===== src/rtl/arcc_defs.svh =====
// Offsets, field positions, reset values and timing counts for the range and clock control
`ifndef ARCC_DEFS_SVH
`define ARCC_DEFS_SVH

`define ARCC_ADDR_W          4
`define ARCC_OFS_CFG1        4'h0
`define ARCC_OFS_CFG2        4'h1
`define ARCC_OFS_CFG4        4'h2
`define ARCC_OFS_CLKCFG      4'h3
`define ARCC_OFS_STATUS      4'h4

`define ARCC_CFG1_SPAN_BIT   0
`define ARCC_CFG1_REFB_BIT   1
`define ARCC_CFG2_EXT_BIT    0
`define ARCC_CFG4_POL_BIT    0
`define ARCC_CLK_SEL_BIT     0
`define ARCC_CLK_DIV_BIT     1
`define ARCC_CLK_LOWSPD_BIT  2
`define ARCC_ST_SAT_BIT      0
`define ARCC_ST_CLKSRC_BIT   1
`define ARCC_ST_HOLD_BIT     2
`define ARCC_ST_SPAN_BIT     3

`define ARCC_CFG_RST         32'h00000000

`define ARCC_CLK_NS          10
`define ARCC_HOLD_US         150
`define ARCC_HOLD_CYC        ((`ARCC_HOLD_US * 1000) / `ARCC_CLK_NS)
`define ARCC_DIV_MAIN        8
`define ARCC_DIV_MOD         2

`endif


===== src/rtl/arcc_pkg.sv =====
// Types shared by the range and clock control modules
package arcc_pkg;
  typedef enum logic [1:0] {
    ARCC_SRC_INT    = 2'b00,
    ARCC_SRC_HOLD   = 2'b01,
    ARCC_SRC_EXT    = 2'b10
  } arcc_src_e;
  typedef logic [15:0] arcc_word_t;
endpackage : arcc_pkg


===== src/rtl/arcc_code_map.sv =====
// Output word coding: bipolar or unipolar, standard or extended range
`timescale 1ns/1ps
`include "arcc_defs.svh"
module arcc_code_map
  import arcc_pkg::*;
(
  input  wire logic        clk_sys_in,
  input  wire logic        srst_in,
  input  wire logic        sample_valid_in,
  input  wire logic [17:0] sample_in,
  input  wire logic        bipolar_in,
  input  wire logic        extended_in,
  output arcc_word_t       code_out,
  output logic             code_valid_out
);
  // Sample is signed, full scale = +/-2^16 = +/-span
  logic signed [17:0] smp;
  logic signed [19:0] scl;
  logic signed [19:0] bip_w;
  logic signed [19:0] uni_w;
  arcc_word_t         next_code;

  assign smp   = sample_in;
  // Extended range divides by 1.25 (x4/5) so 1.25*span reaches full code
  assign scl   = extended_in ? 20'(((smp * 4) / 5)) : 20'(smp);
  assign bip_w = scl >>> 1;
  assign uni_w = scl;

  function automatic arcc_word_t sat_bip(input logic signed [19:0] v);
    if (v > 20'sd32767)
      sat_bip = 16'h7FFF;
    else if (v < -20'sd32768)
      sat_bip = 16'h8000;
    else
      sat_bip = v[15:0];
  endfunction : sat_bip

  function automatic arcc_word_t sat_uni(input logic signed [19:0] v);
    if (v > 20'sd65535)
      sat_uni = 16'hFFFF;
    else if (v < 20'sd0)
      sat_uni = 16'h0000;
    else
      sat_uni = v[15:0];
  endfunction : sat_uni

  assign next_code = bipolar_in ? sat_bip(bip_w) : sat_uni(uni_w);

  always_ff @(posedge clk_sys_in) begin
    if (srst_in) begin
      code_out       <= 16'h0000;
      code_valid_out <= 1'b0;
    end else begin
      code_valid_out <= sample_valid_in;
      if (sample_valid_in) begin
        code_out <= next_code;
      end
    end
  end
endmodule : arcc_code_map


===== src/rtl/arcc_clk_div.sv =====
// Master clock derivation: optional divide by eight, then divide by two for the modulator
`timescale 1ns/1ps
`include "arcc_defs.svh"
module arcc_clk_div
  import arcc_pkg::*;
(
  input  wire logic clk_sys_in,
  input  wire logic srst_in,
  input  wire logic src_tick_in,
  input  wire logic div8_in,
  output logic      mclk_tick_out,
  output logic      mod_tick_out
);
  logic [2:0] cnt8;
  logic       half;
  logic       next_mclk;

  assign next_mclk = src_tick_in && (!div8_in || cnt8 == 3'h7);

  always_ff @(posedge clk_sys_in) begin
    if (srst_in) begin
      cnt8          <= 3'h0;
      half          <= 1'b0;
      mclk_tick_out <= 1'b0;
      mod_tick_out  <= 1'b0;
    end else begin
      if (src_tick_in)
        cnt8 <= cnt8 + 3'h1;
      if (next_mclk)
        half <= ~half;
      mclk_tick_out <= next_mclk;
      mod_tick_out  <= next_mclk && half;
    end
  end
endmodule : arcc_clk_div


===== src/rtl/arcc_ctrl.sv =====
// Range and clock configuration with saturation status over Avalon-MM
//
// How it works
// - Span bit clear gives +/-ref, set gives +/-2*ref.
// - High reference band forces the effective span to 1x.
// - Bipolar coding gives two's complement words with 15 bits per polarity.
// - Unipolar coding accepts 0 to ref and uses all 16 bits.
// - Extended range widens the usable span by 25 percent before clipping.
// - Extended bipolar full-scale codes 7FFF/8000 sit at 1.25 times span times ref.
// - Modulator saturation during a conversion sets the saturation flag.
// - The flag holds for the conversion period and refreshes at the next completion.
// - Master clock is nominally 25.6 MHz high speed and 3.2 MHz low speed.
// - Modulator clock is the master clock divided by two.
// - Clock divide bit divides the external clock by eight.
// - After reset the source select reads zero and the internal oscillator runs.
// - Internal oscillator rate follows the speed mode.
// - Start and reset pins are ignored for 150 us after any source change.
//
// The Avalon-MM slave port and the placing of the registers are this design's own decisions.
`timescale 1ns/1ps
`include "arcc_defs.svh"
module arcc_ctrl
  import arcc_pkg::*;
#(
  parameter int unsigned HOLD_CYC = `ARCC_HOLD_CYC
)(
  input  wire logic                   clk_sys_in,
  input  wire logic                   srst_in,
  // Avalon-MM slave
  input  wire logic [`ARCC_ADDR_W-1:0] avs_address_in,
  input  wire logic                   avs_read_in,
  input  wire logic                   avs_write_in,
  input  wire logic [31:0]            avs_writedata_in,
  input  wire logic [3:0]             avs_byteenable_in,
  output logic [31:0]                 avs_readdata_out,
  output logic                        avs_waitrequest_out,
  // Clock sources: external clock pin level (synchronised here) and oscillator ticks on the system clock
  input  wire logic                   ext_clk_pin_in,
  input  wire logic                   osc_tick_in,
  // Modulator and conversion events
  input  wire logic                   mod_saturated_in,
  input  wire logic                   conv_done_in,
  input  wire logic                   sample_valid_in,
  input  wire logic [17:0]            sample_in,
  // Control pins
  input  wire logic                   start_pin_in,
  input  wire logic                   reset_pin_n_in,
  output logic                        start_out,
  output logic                        ctrl_reset_out,
  // Derived controls
  output logic                        span_2x_out,
  output logic                        osc_low_speed_out,
  output logic                        clk_ext_out,
  output logic                        mclk_tick_out,
  output logic                        mod_tick_out,
  output arcc_word_t                  code_out,
  output logic                        code_valid_out
);
  // ----------------------------------------------------------------
  // Registers
  // ----------------------------------------------------------------
  logic [31:0] configuration_register_one;
  logic [31:0] configuration_register_two;
  logic [31:0] configuration_register_four;
  logic [31:0] clock_config;
  logic        modulator_saturation_flag;
  logic        sat_seen;
  arcc_src_e   src_state;
  arcc_src_e   next_src_state;
  logic [14:0] hold_cnt;
  logic        ack;

  // ----------------------------------------------------------------
  // Pin synchronisers
  // ----------------------------------------------------------------
  logic [1:0] ext_sy;
  logic [1:0] start_sy;
  logic [1:0] rstn_sy;
  logic       ext_prev;

  always_ff @(posedge clk_sys_in) begin
    if (srst_in) begin
      ext_sy   <= 2'b00;
      start_sy <= 2'b00;
      rstn_sy  <= 2'b11;
      ext_prev <= 1'b0;
    end else begin
      ext_sy   <= {ext_sy[0], ext_clk_pin_in};
      start_sy <= {start_sy[0], start_pin_in};
      rstn_sy  <= {rstn_sy[0], reset_pin_n_in};
      ext_prev <= ext_sy[1];
    end
  end

  // ----------------------------------------------------------------
  // Decode
  // ----------------------------------------------------------------
  wire        wr_hit     = avs_write_in && !ack;
  wire        rd_hit     = avs_read_in && !ack;
  // Writes land only at the edge where waitrequest is already low
  wire        wr_take    = avs_write_in && ack;
  wire        sel_cfg1   = avs_address_in == `ARCC_OFS_CFG1;
  wire        sel_cfg2   = avs_address_in == `ARCC_OFS_CFG2;
  wire        sel_cfg4   = avs_address_in == `ARCC_OFS_CFG4;
  wire        sel_clk    = avs_address_in == `ARCC_OFS_CLKCFG;
  wire        sel_st     = avs_address_in == `ARCC_OFS_STATUS;
  wire        ext_edge   = ext_sy[1] && !ext_prev;
  wire        span_bit   = configuration_register_one[`ARCC_CFG1_SPAN_BIT];
  wire        refb_bit   = configuration_register_one[`ARCC_CFG1_REFB_BIT];
  wire        clk_sel    = clock_config[`ARCC_CLK_SEL_BIT];
  wire        holding    = src_state == ARCC_SRC_HOLD;
  wire [31:0] status_w;

  function automatic logic [31:0] be_merge(input logic [31:0] old_v, input logic [31:0] new_v,
                                           input logic [3:0] be);
    for (int i = 0; i < 4; i++) begin
      old_v[i*8 +: 8] = be[i] ? new_v[i*8 +: 8] : old_v[i*8 +: 8];
    end
    be_merge = old_v;
  endfunction : be_merge

  assign span_2x_out       = span_bit && !refb_bit;
  assign osc_low_speed_out = clock_config[`ARCC_CLK_LOWSPD_BIT];
  assign clk_ext_out       = clk_sel;
  assign avs_waitrequest_out = (avs_read_in || avs_write_in) && !ack;
  // Control pins are masked while the oscillator settles after a source change
  assign start_out         = start_sy[1] && !holding;
  assign ctrl_reset_out    = !rstn_sy[1] && !holding;
  assign status_w = {28'h0000000, span_2x_out, holding, clk_sel, modulator_saturation_flag};

  // ----------------------------------------------------------------
  // Register writes and one-wait-state handshake
  // ----------------------------------------------------------------
  always_ff @(posedge clk_sys_in) begin
    if (srst_in) begin
      configuration_register_one  <= `ARCC_CFG_RST;
      configuration_register_two  <= `ARCC_CFG_RST;
      configuration_register_four <= `ARCC_CFG_RST;
      clock_config                <= `ARCC_CFG_RST;
      ack                         <= 1'b0;
      avs_readdata_out            <= 32'h00000000;
    end else begin
      // Ack drops after one cycle so back-to-back requests each get their wait state
      ack <= wr_hit || rd_hit;
      if (wr_take && sel_cfg1)
        configuration_register_one <= be_merge(configuration_register_one, avs_writedata_in,
                                               avs_byteenable_in) & 32'h00000003;
      if (wr_take && sel_cfg2)
        configuration_register_two <= be_merge(configuration_register_two, avs_writedata_in,
                                               avs_byteenable_in) & 32'h00000001;
      if (wr_take && sel_cfg4)
        configuration_register_four <= be_merge(configuration_register_four, avs_writedata_in,
                                                avs_byteenable_in) & 32'h00000001;
      // Source select is relied on only after the pin already toggles
      if (wr_take && sel_clk)
        clock_config <= be_merge(clock_config, avs_writedata_in,
                                 avs_byteenable_in) & 32'h00000007;
      if (rd_hit) begin
        avs_readdata_out <= sel_cfg1 ? configuration_register_one :
                            sel_cfg2 ? configuration_register_two :
                            sel_cfg4 ? configuration_register_four :
                            sel_clk  ? clock_config :
                            sel_st   ? status_w : 32'h00000000;
      end
    end
  end

  // ----------------------------------------------------------------
  // Clock source state and settle hold
  // ----------------------------------------------------------------
  // A select written during the hold is taken up when the hold ends
  wire src_change = (src_state == ARCC_SRC_EXT) != clk_sel;

  always_comb begin
    next_src_state = src_state;
    case (src_state)
      ARCC_SRC_INT:  if (src_change) next_src_state = ARCC_SRC_HOLD;
      ARCC_SRC_EXT:  if (src_change) next_src_state = ARCC_SRC_HOLD;
      ARCC_SRC_HOLD: if (hold_cnt == 15'h0001) next_src_state = clk_sel ? ARCC_SRC_EXT : ARCC_SRC_INT;
      default:       next_src_state = ARCC_SRC_INT;
    endcase
  end

  always_ff @(posedge clk_sys_in) begin
    if (srst_in) begin
      src_state <= ARCC_SRC_INT;
      hold_cnt  <= 15'h0000;
    end else begin
      src_state <= next_src_state;
      if (src_state != ARCC_SRC_HOLD && src_change)
        hold_cnt <= 15'(HOLD_CYC);
      else if (hold_cnt != 15'h0000)
        hold_cnt <= hold_cnt - 15'h0001;
    end
  end

  // During the hold the outgoing source keeps feeding the divider
  wire use_ext  = (src_state == ARCC_SRC_EXT) || (holding && !clk_sel);
  wire src_tick = use_ext ? ext_edge : osc_tick_in;

  arcc_clk_div u_div (
    .clk_sys_in    (clk_sys_in),
    .srst_in       (srst_in),
    .src_tick_in   (src_tick),
    .div8_in       (clock_config[`ARCC_CLK_DIV_BIT] && use_ext),
    .mclk_tick_out (mclk_tick_out),
    .mod_tick_out  (mod_tick_out)
  );

  // ----------------------------------------------------------------
  // Saturation flag
  // ----------------------------------------------------------------
  always_ff @(posedge clk_sys_in) begin
    if (srst_in) begin
      sat_seen                  <= 1'b0;
      modulator_saturation_flag <= 1'b0;
    end else if (conv_done_in) begin
      // A saturation in the completing cycle still counts
      modulator_saturation_flag <= sat_seen || mod_saturated_in;
      sat_seen                  <= 1'b0;
    end else if (mod_saturated_in) begin
      sat_seen <= 1'b1;
    end
  end

  arcc_code_map u_map (
    .clk_sys_in      (clk_sys_in),
    .srst_in         (srst_in),
    .sample_valid_in (sample_valid_in),
    .sample_in       (sample_in),
    .bipolar_in      (configuration_register_four[`ARCC_CFG4_POL_BIT]),
    .extended_in     (configuration_register_two[`ARCC_CFG2_EXT_BIT]),
    .code_out        (code_out),
    .code_valid_out  (code_valid_out)
  );

  // ----------------------------------------------------------------
  // Settle window length, counted only for the checks below
  // ----------------------------------------------------------------
  // Counting the whole window catches a hold cut short after its first cycles
  logic [14:0] hold_len;

  always_ff @(posedge clk_sys_in) begin
    if (srst_in || !holding) begin
      hold_len <= 15'h0000;
    end else begin
      hold_len <= hold_len + 15'h0001;
    end
  end
endmodule : arcc_ctrl


===== config.mk =====
export PLATFORM = sky130hd
export DESIGN_NAME = arcc_ctrl
export DESIGN_NICKNAME = d
export VERILOG_FILES = /design/src/rtl/arcc_pkg.sv /design/src/rtl/arcc_code_map.sv /design/src/rtl/arcc_clk_div.sv /design/src/rtl/arcc_ctrl.sv
export VERILOG_INCLUDE_DIRS = /design/src /design/src/rtl
export SDC_FILE = /design/constraint.sdc
export NUM_CORES = 1
export LEC_CHECK = 0
export ABC_AREA = 1
export BUFFER_PORTS_ARGS = -buffer_cell sky130_fd_sc_hd__buf_2
export CORE_ASPECT_RATIO = 0.6
export CORE_MARGIN = 1
export CORE_UTILIZATION = 35
export CTS_BUF_LIST = sky130_fd_sc_hd__clkbuf_2 sky130_fd_sc_hd__clkbuf_4 sky130_fd_sc_hd__clkbuf_8
export DETAILED_ROUTE_END_ITERATION = 7
export PLACE_DENSITY = 0.65
export SLEW_MARGIN = 40
export SYNTH_ARGS = -nofsm -noshare
export SYNTH_HDL_FRONTEND = slang
export SYNTH_SLANG_ARGS = --single-unit

===== constraint.sdc =====
create_clock -name clk_sys_in -period 22 [get_ports clk_sys_in]
set_input_delay 1.1 -clock clk_sys_in [delete_from_list [all_inputs] [get_ports clk_sys_in]]
set_output_delay 1.1 -clock clk_sys_in [all_outputs]
set_load 0.01 [all_outputs]

# Word-level counts from Yosys, hierarchy flattened
# Cells that the tools add are included.
word_totals:
  regBits: 89
  input_bits: 69
  output_inout_bits: 57
classes:
  addsub: 2
  n_div: 1
  magnitude_cmp: 4
  eq_ne: 12
  n_mux: 18
  bitwise_logic: 1
  n_reduce_logical: 41
ops:
  columns: ["op", "n"]
  rows:
  - ["2-to-1 mux 16 bit", 5]
  - ["divider 32 x 4 -> 32 bit (second input constant)", 1]
  - ["2-to-1 mux 14 bit", 2]
  - ["greater-than comparator 20 x 17 -> 1 bit (second input constant)", 1]
  - ["less-than comparator 20 x 1 -> 1 bit (second input constant)", 1]
  - ["2-to-1 mux 20 bit", 1]
  - ["2-to-1 mux 4 bit", 5]
  - ["greater-than comparator 19 x 16 -> 1 bit (second input constant)", 1]
  - ["less-than comparator 19 x 16 -> 1 bit (second input constant)", 1]
  - ["logical AND 1 bit", 17]
  - ["== test 15 x 1 -> 1 bit (second input constant)", 1]
  - ["nonzero test 15 bit", 1]
  - ["subtractor 15 x 1 -> 15 bit (second input constant)", 1]
  - ["AND reduction 2 bit", 5]
  - ["== test 4 x 2 -> 1 bit (second input constant)", 2]
  - ["zero test 1 bit", 7]
  - ["2-to-1 mux 2 bit", 3]
  - ["inequality test 2 x 1 -> 1 bit (second input constant)", 3]
  - ["OR reduction 2 bit", 3]
  - ["logical OR 1 bit", 5]
  - ["== test 4 x 1 -> 1 bit (second input constant)", 1]
  - ["== test 4 x 3 -> 1 bit (second input constant)", 1]
  - ["zero test 4 bit", 1]
  - ["case mux 2 bit (2 select lines)", 1]
  - ["9 further kinds", 9]

# Depth between registers and ports, before layout
depth:
  word_depth: 8
  mapped_depth: 110

# Cells and area by module
# From an unflattened synthesis, not the netlist that was laid out.
unflattened:
  hier_cells: 1015
  area_unflattened_um2: 6213.5
by_module_without_submodules:
  columns: ["module", "instances", "cells_each", "area_each_um2", "seq_area_each_um2"]
  rows:
  - ["arcc_code_map", 1, 701, 3888.7, 340.3]
  - ["arcc_ctrl", 1, 287, 2098.3, 760.7]
  - ["arcc_clk_div", 1, 27, 226.5, 120.1]

# Worst setup path before layout
# OpenSTA, ideal clock, no wires.
synth_timing:
  kind: "input -> register"
  from: "input sample_in[0]"
  to: "register u_map.code_out[1]"
  setup_time_ns: 0.132
  arrival_ns: 9.557
  required_time_ns: 21.868
  path_slack_ns: 12.311
  stages: 97
  path_buffers: 1
  cell_sequence: "inv_2 > ha_1 > nor3b_1 > nand3b_1 > o21ai_1 > inv_1 > nand2_1 > nand2_1 > a21o_1 > nand2_1 > nand2_2 > nand2_4 > nand2_4 > inv_2 > nand2_1 > nand2_1 > inv_2 > nand2_2 > [... 61 more ...] > a21oi_1 > nand2_1 > nor2_4 > ha_1 > inv_1 > nor3_2 > nand2_1 > nand2_1 > o21ai_1 > a21oi_1 > nand2_1 > nand3_1 > nand2_1 > a21oi_2 > buf_2 > nand2_1 > nand3_1 > a21oi_1"
synth_via:
  elab_chain_len: 6
  elab_cells_between_ends: 11
synth_lines:
  columns: ["item", "line", "source"]
  rows:
  - ["from (decl)", "arcc_ctrl.sv:44", "input wire logic [17:0] sample_in,"]
  - ["divider 32 x 4 -> 32 bit", "arcc_code_map.sv:25", "assign scl = extended_in ? 20'(((smp * 4) / 5)) : 20'(smp);"]
  - ["2-to-1 mux 20 bit (*)", "arcc_code_map.sv:25", null]
  - ["less-than comparator 20 x 1 -> 1 bit / less-than comparator 19 x 16 -> 1 bit (equally long branches)", "arcc_code_map.sv:41, arcc_code_map.sv:32", null]
  - ["2-to-1 mux 16 bit, on equally long branches", "arcc_code_map.sv:41, arcc_code_map.sv:32", null]
  - ["2-to-1 mux 16 bit, on equally long branches", "arcc_code_map.sv:39, arcc_code_map.sv:30", null]
  - ["2-to-1 mux 16 bit (*)", "arcc_code_map.sv:47", "assign next_code = bipolar_in ? sat_bip(bip_w) : sat_uni(uni_w);"]
  - ["to (signal assigned)", "arcc_code_map.sv:56", "code_out <= next_code;"]
  - ["to (decl)", "arcc_code_map.sv:13", "output arcc_word_t code_out,"]
# Mark *: on every way between the ends. The rest lies on a longest branch, timed or not.
# A chain may end at the register's enable or synchronous reset.

# Worst setup path after layout
layout_timing:
  from: "input sample_in[17]"
  to: "register u_map.code_out[1]"
# Same word-level chain as after synthesis.

==> flow_summary.ini <==
[synthesis]
synth_top_cell_by_area = dfxtp_1
synth_cells = 1002
avgSynthCellArea_um2 = 5.94
ys_top_cells_by_area = dfxtp_1 21%, nand2_1 18%, nand3_1 9.7%, inv_1 6.7%, nor2_1 5.0%
synth_top_area_share_pct = 20.5
yosysUniqueCellTypes = 53
ys_seq_elements = 61
synth_edf_count = 0
yosysWarnings = 0
async_reset_ff_share_pct = 0
yosysSeqAreaShare_pct = 20.5
synth-main-ff-cell = dfxtp_1
synthesis.area_um2 = 5950

[die]
io_pins = 126
die_y_um = 103
die_w_um = 170
initial_core_util_pct = 36.2
core-area_um2 = 16400
dieArea_um2 = 17500
placementRows = 36

[clock_tree]
tritoncts = yes
clk_path_buf_depth = 2
cts-htree-levels = 3
clk_latency_ns = 0.36
cts.hold.buffers_added = 0
cts_sinks = 61
cts-resized-gates = 0
cts_root_buf = clkbuf_8
post_cts_buffers = 0
numCtsBuffers = 9
clkTransAtPathRegs_ns = 0.07

[timing]
tightest_slew_ns = 0.800
slew_headroom_pct = 46.6
final-setup-viol-count = 0
finalHoldViolCount = 0
fin_crit_sh_pct = 53.6
drv_slew = 0
period_minus_slack_ns = 11.80
max_freq_mhz = 84.7
rsz0062_at_grt = false
fin_ws_ns = 10.20
skew_ns = 0.0126
fin_tns_setup_ns = 0

[layout]
final_layout_size_suffix_gt1_share_pct = 20.0
area_growth_pct = 10.4
fin_cells = 1292
final_common_cell = nand2_1
most-common-layout-cells = 278 x nand2_1, 115 x nand3_1, 106 x inv_1, 80 x nor2_1, 65 x buf_2
antennaDiodeCount = 0
fillers = 1818
nets = 1138

[placement]
port_buffers = 65
place_congestion = 0.883
placed_cells = 1276
place_hpwl_um = 12400
dpl_worst_slack_ns = 10.00

[worst_setup_path]
path_class = in -> reg
arrival_ns = 12.01
slowest_delay_ns = 0.53
crit_fanout = 30
crit_top_cell = nand2_1
required_ns = 22.21
startpoint_type = input pin
cp_slowest_cell = a21oi_2
end_kind = register

[grt]
grt_max_degree = 38
grt_pass1_vias = 5355
grt_antenna_before_repair = 0
grt_first_pass_wirelength_um = 25800
grt-ovfl-total = 0
track_usage_pct = 18.4

[drt]
drt_iter0_markers = 483
drtPass1Iterations = 5
wirelength_um = 15200
via_per_inst = 4.72
drc = 0
ant_nets = 0
num_vias = 6092
wl_per_cell_um = 11.8

[run_status]
status = finished, final reports clean

[job]
drv_cap = 0

[hold_path]
hp-class = reg -> reg
[Yosys cell counts, types with 10 or more instances]
library cell and instances:
ha_1 10, a21oi_1 48, nand3_1 115, dfxtp_1 61, nand2_2 43, inv_1 106, clkbuf_1 10, inv_2 33
nand2_4 21, o21ai_0 38, nand2_1 278, buf_4 29, nand3_2 12, nor2_1 80, nor3_1 17, xor2_1 17
[critical path: cells and delay by family]
family | cells | cell delay, ns
compound gates | 7 | 1.63
fa+ha+maj | 3 | 0.55
buf+inv | 14 | 1.86
simple gates | 72 | 6.88
[area by class of cell]
| type | count | area (um2) | share of cell area, % |
|---|---|---|---|
| timing repair buffer | 65 | 325 | 4.96 |
| clock inverter | 6 | 72.6 | 1.11 |
| tap | 228 | 285 | 4.35 |
| sequential | 61 | 1220 | 18.6 |
| inverter | 141 | 532 | 8.10 |
| multi-input combinational | 781 | 4000 | 60.9 |
| clock buffer | 10 | 131 | 2.00 |
[flip-flops by register name, indices dropped and copies added, names as in the netlist, 2 cells and up]
name	cells
avs_readdata_out	4
clock_config	3
configuration_register_one	2
ext_sy	2
hold_cnt	15
rstn_sy	2
src_state	2
start_sy	2
u_div.cnt8	3
u_map.code_out	16
[metal layers]
layer  share of wire (%)  vias to the layer above  track usage [%]
met5                   0                        -                0
met4                0.49                        0             2.22
met3                 6.8                        9             4.88
met2                  38                      160             25.8
met1                  55                     2663             28.0
li1                    -                     3260                -
[worst paths after layout]
kind / start / end / slack [ns] / cells after the start
worst min register to register: ext_sy[0]$_SDFF_PP0_ / ext_sy[1]$_SDFF_PP0_ / 0.41 / 2
worst min-delay path: ext_sy[0]$_SDFF_PP0_ / ext_sy[1]$_SDFF_PP0_ / 0.41 / 2
worst max-delay path: sample_in[17] / u_map.code_out[1]$_SDFFE_PP0P_ / 10.20 / 96
worst max register to register: configuration_register_two[0]$_SDFFE_PP0P_ / u_map.code_out[1]$_SDFFE_PP0P_ / 19.26 / 6
[through the flow]
| step | area (um2) | hold slack, ns | util (%) |
|---|---|---|---|
| after floorplan | 6050 | 0.388 | - |
| after global placement | 6360 | 0.390 | 38.7 |
| after detailed placement | 6360 | 0.393 | 38.7 |
| after CTS | 6560 | 0.409 | 39.9 |
| after global routing | 6560 | 0.439 | 39.9 |
| final | 6560 | 0.405 | 39.9 |
[cells by family (layout without fill, tap and decap cells)]
kind of cell / count (synthesis) / in the layout / synth area share, %
flops: 61 / 61 / 20.5
buf+inv: 187 / 222 / 14.0
compound gates: 116 / 116 / 11.0
simple gates: 606 / 606 / 49.2
fa+ha+maj: 10 / 10 / 2.10
other cells: 1 / 28 / 0.0631
xor+xnor: 21 / 21 / 3.09
Power is not shown: default switching activity piles up to over one toggle a cycle in this logic, so the estimate is an artifact.
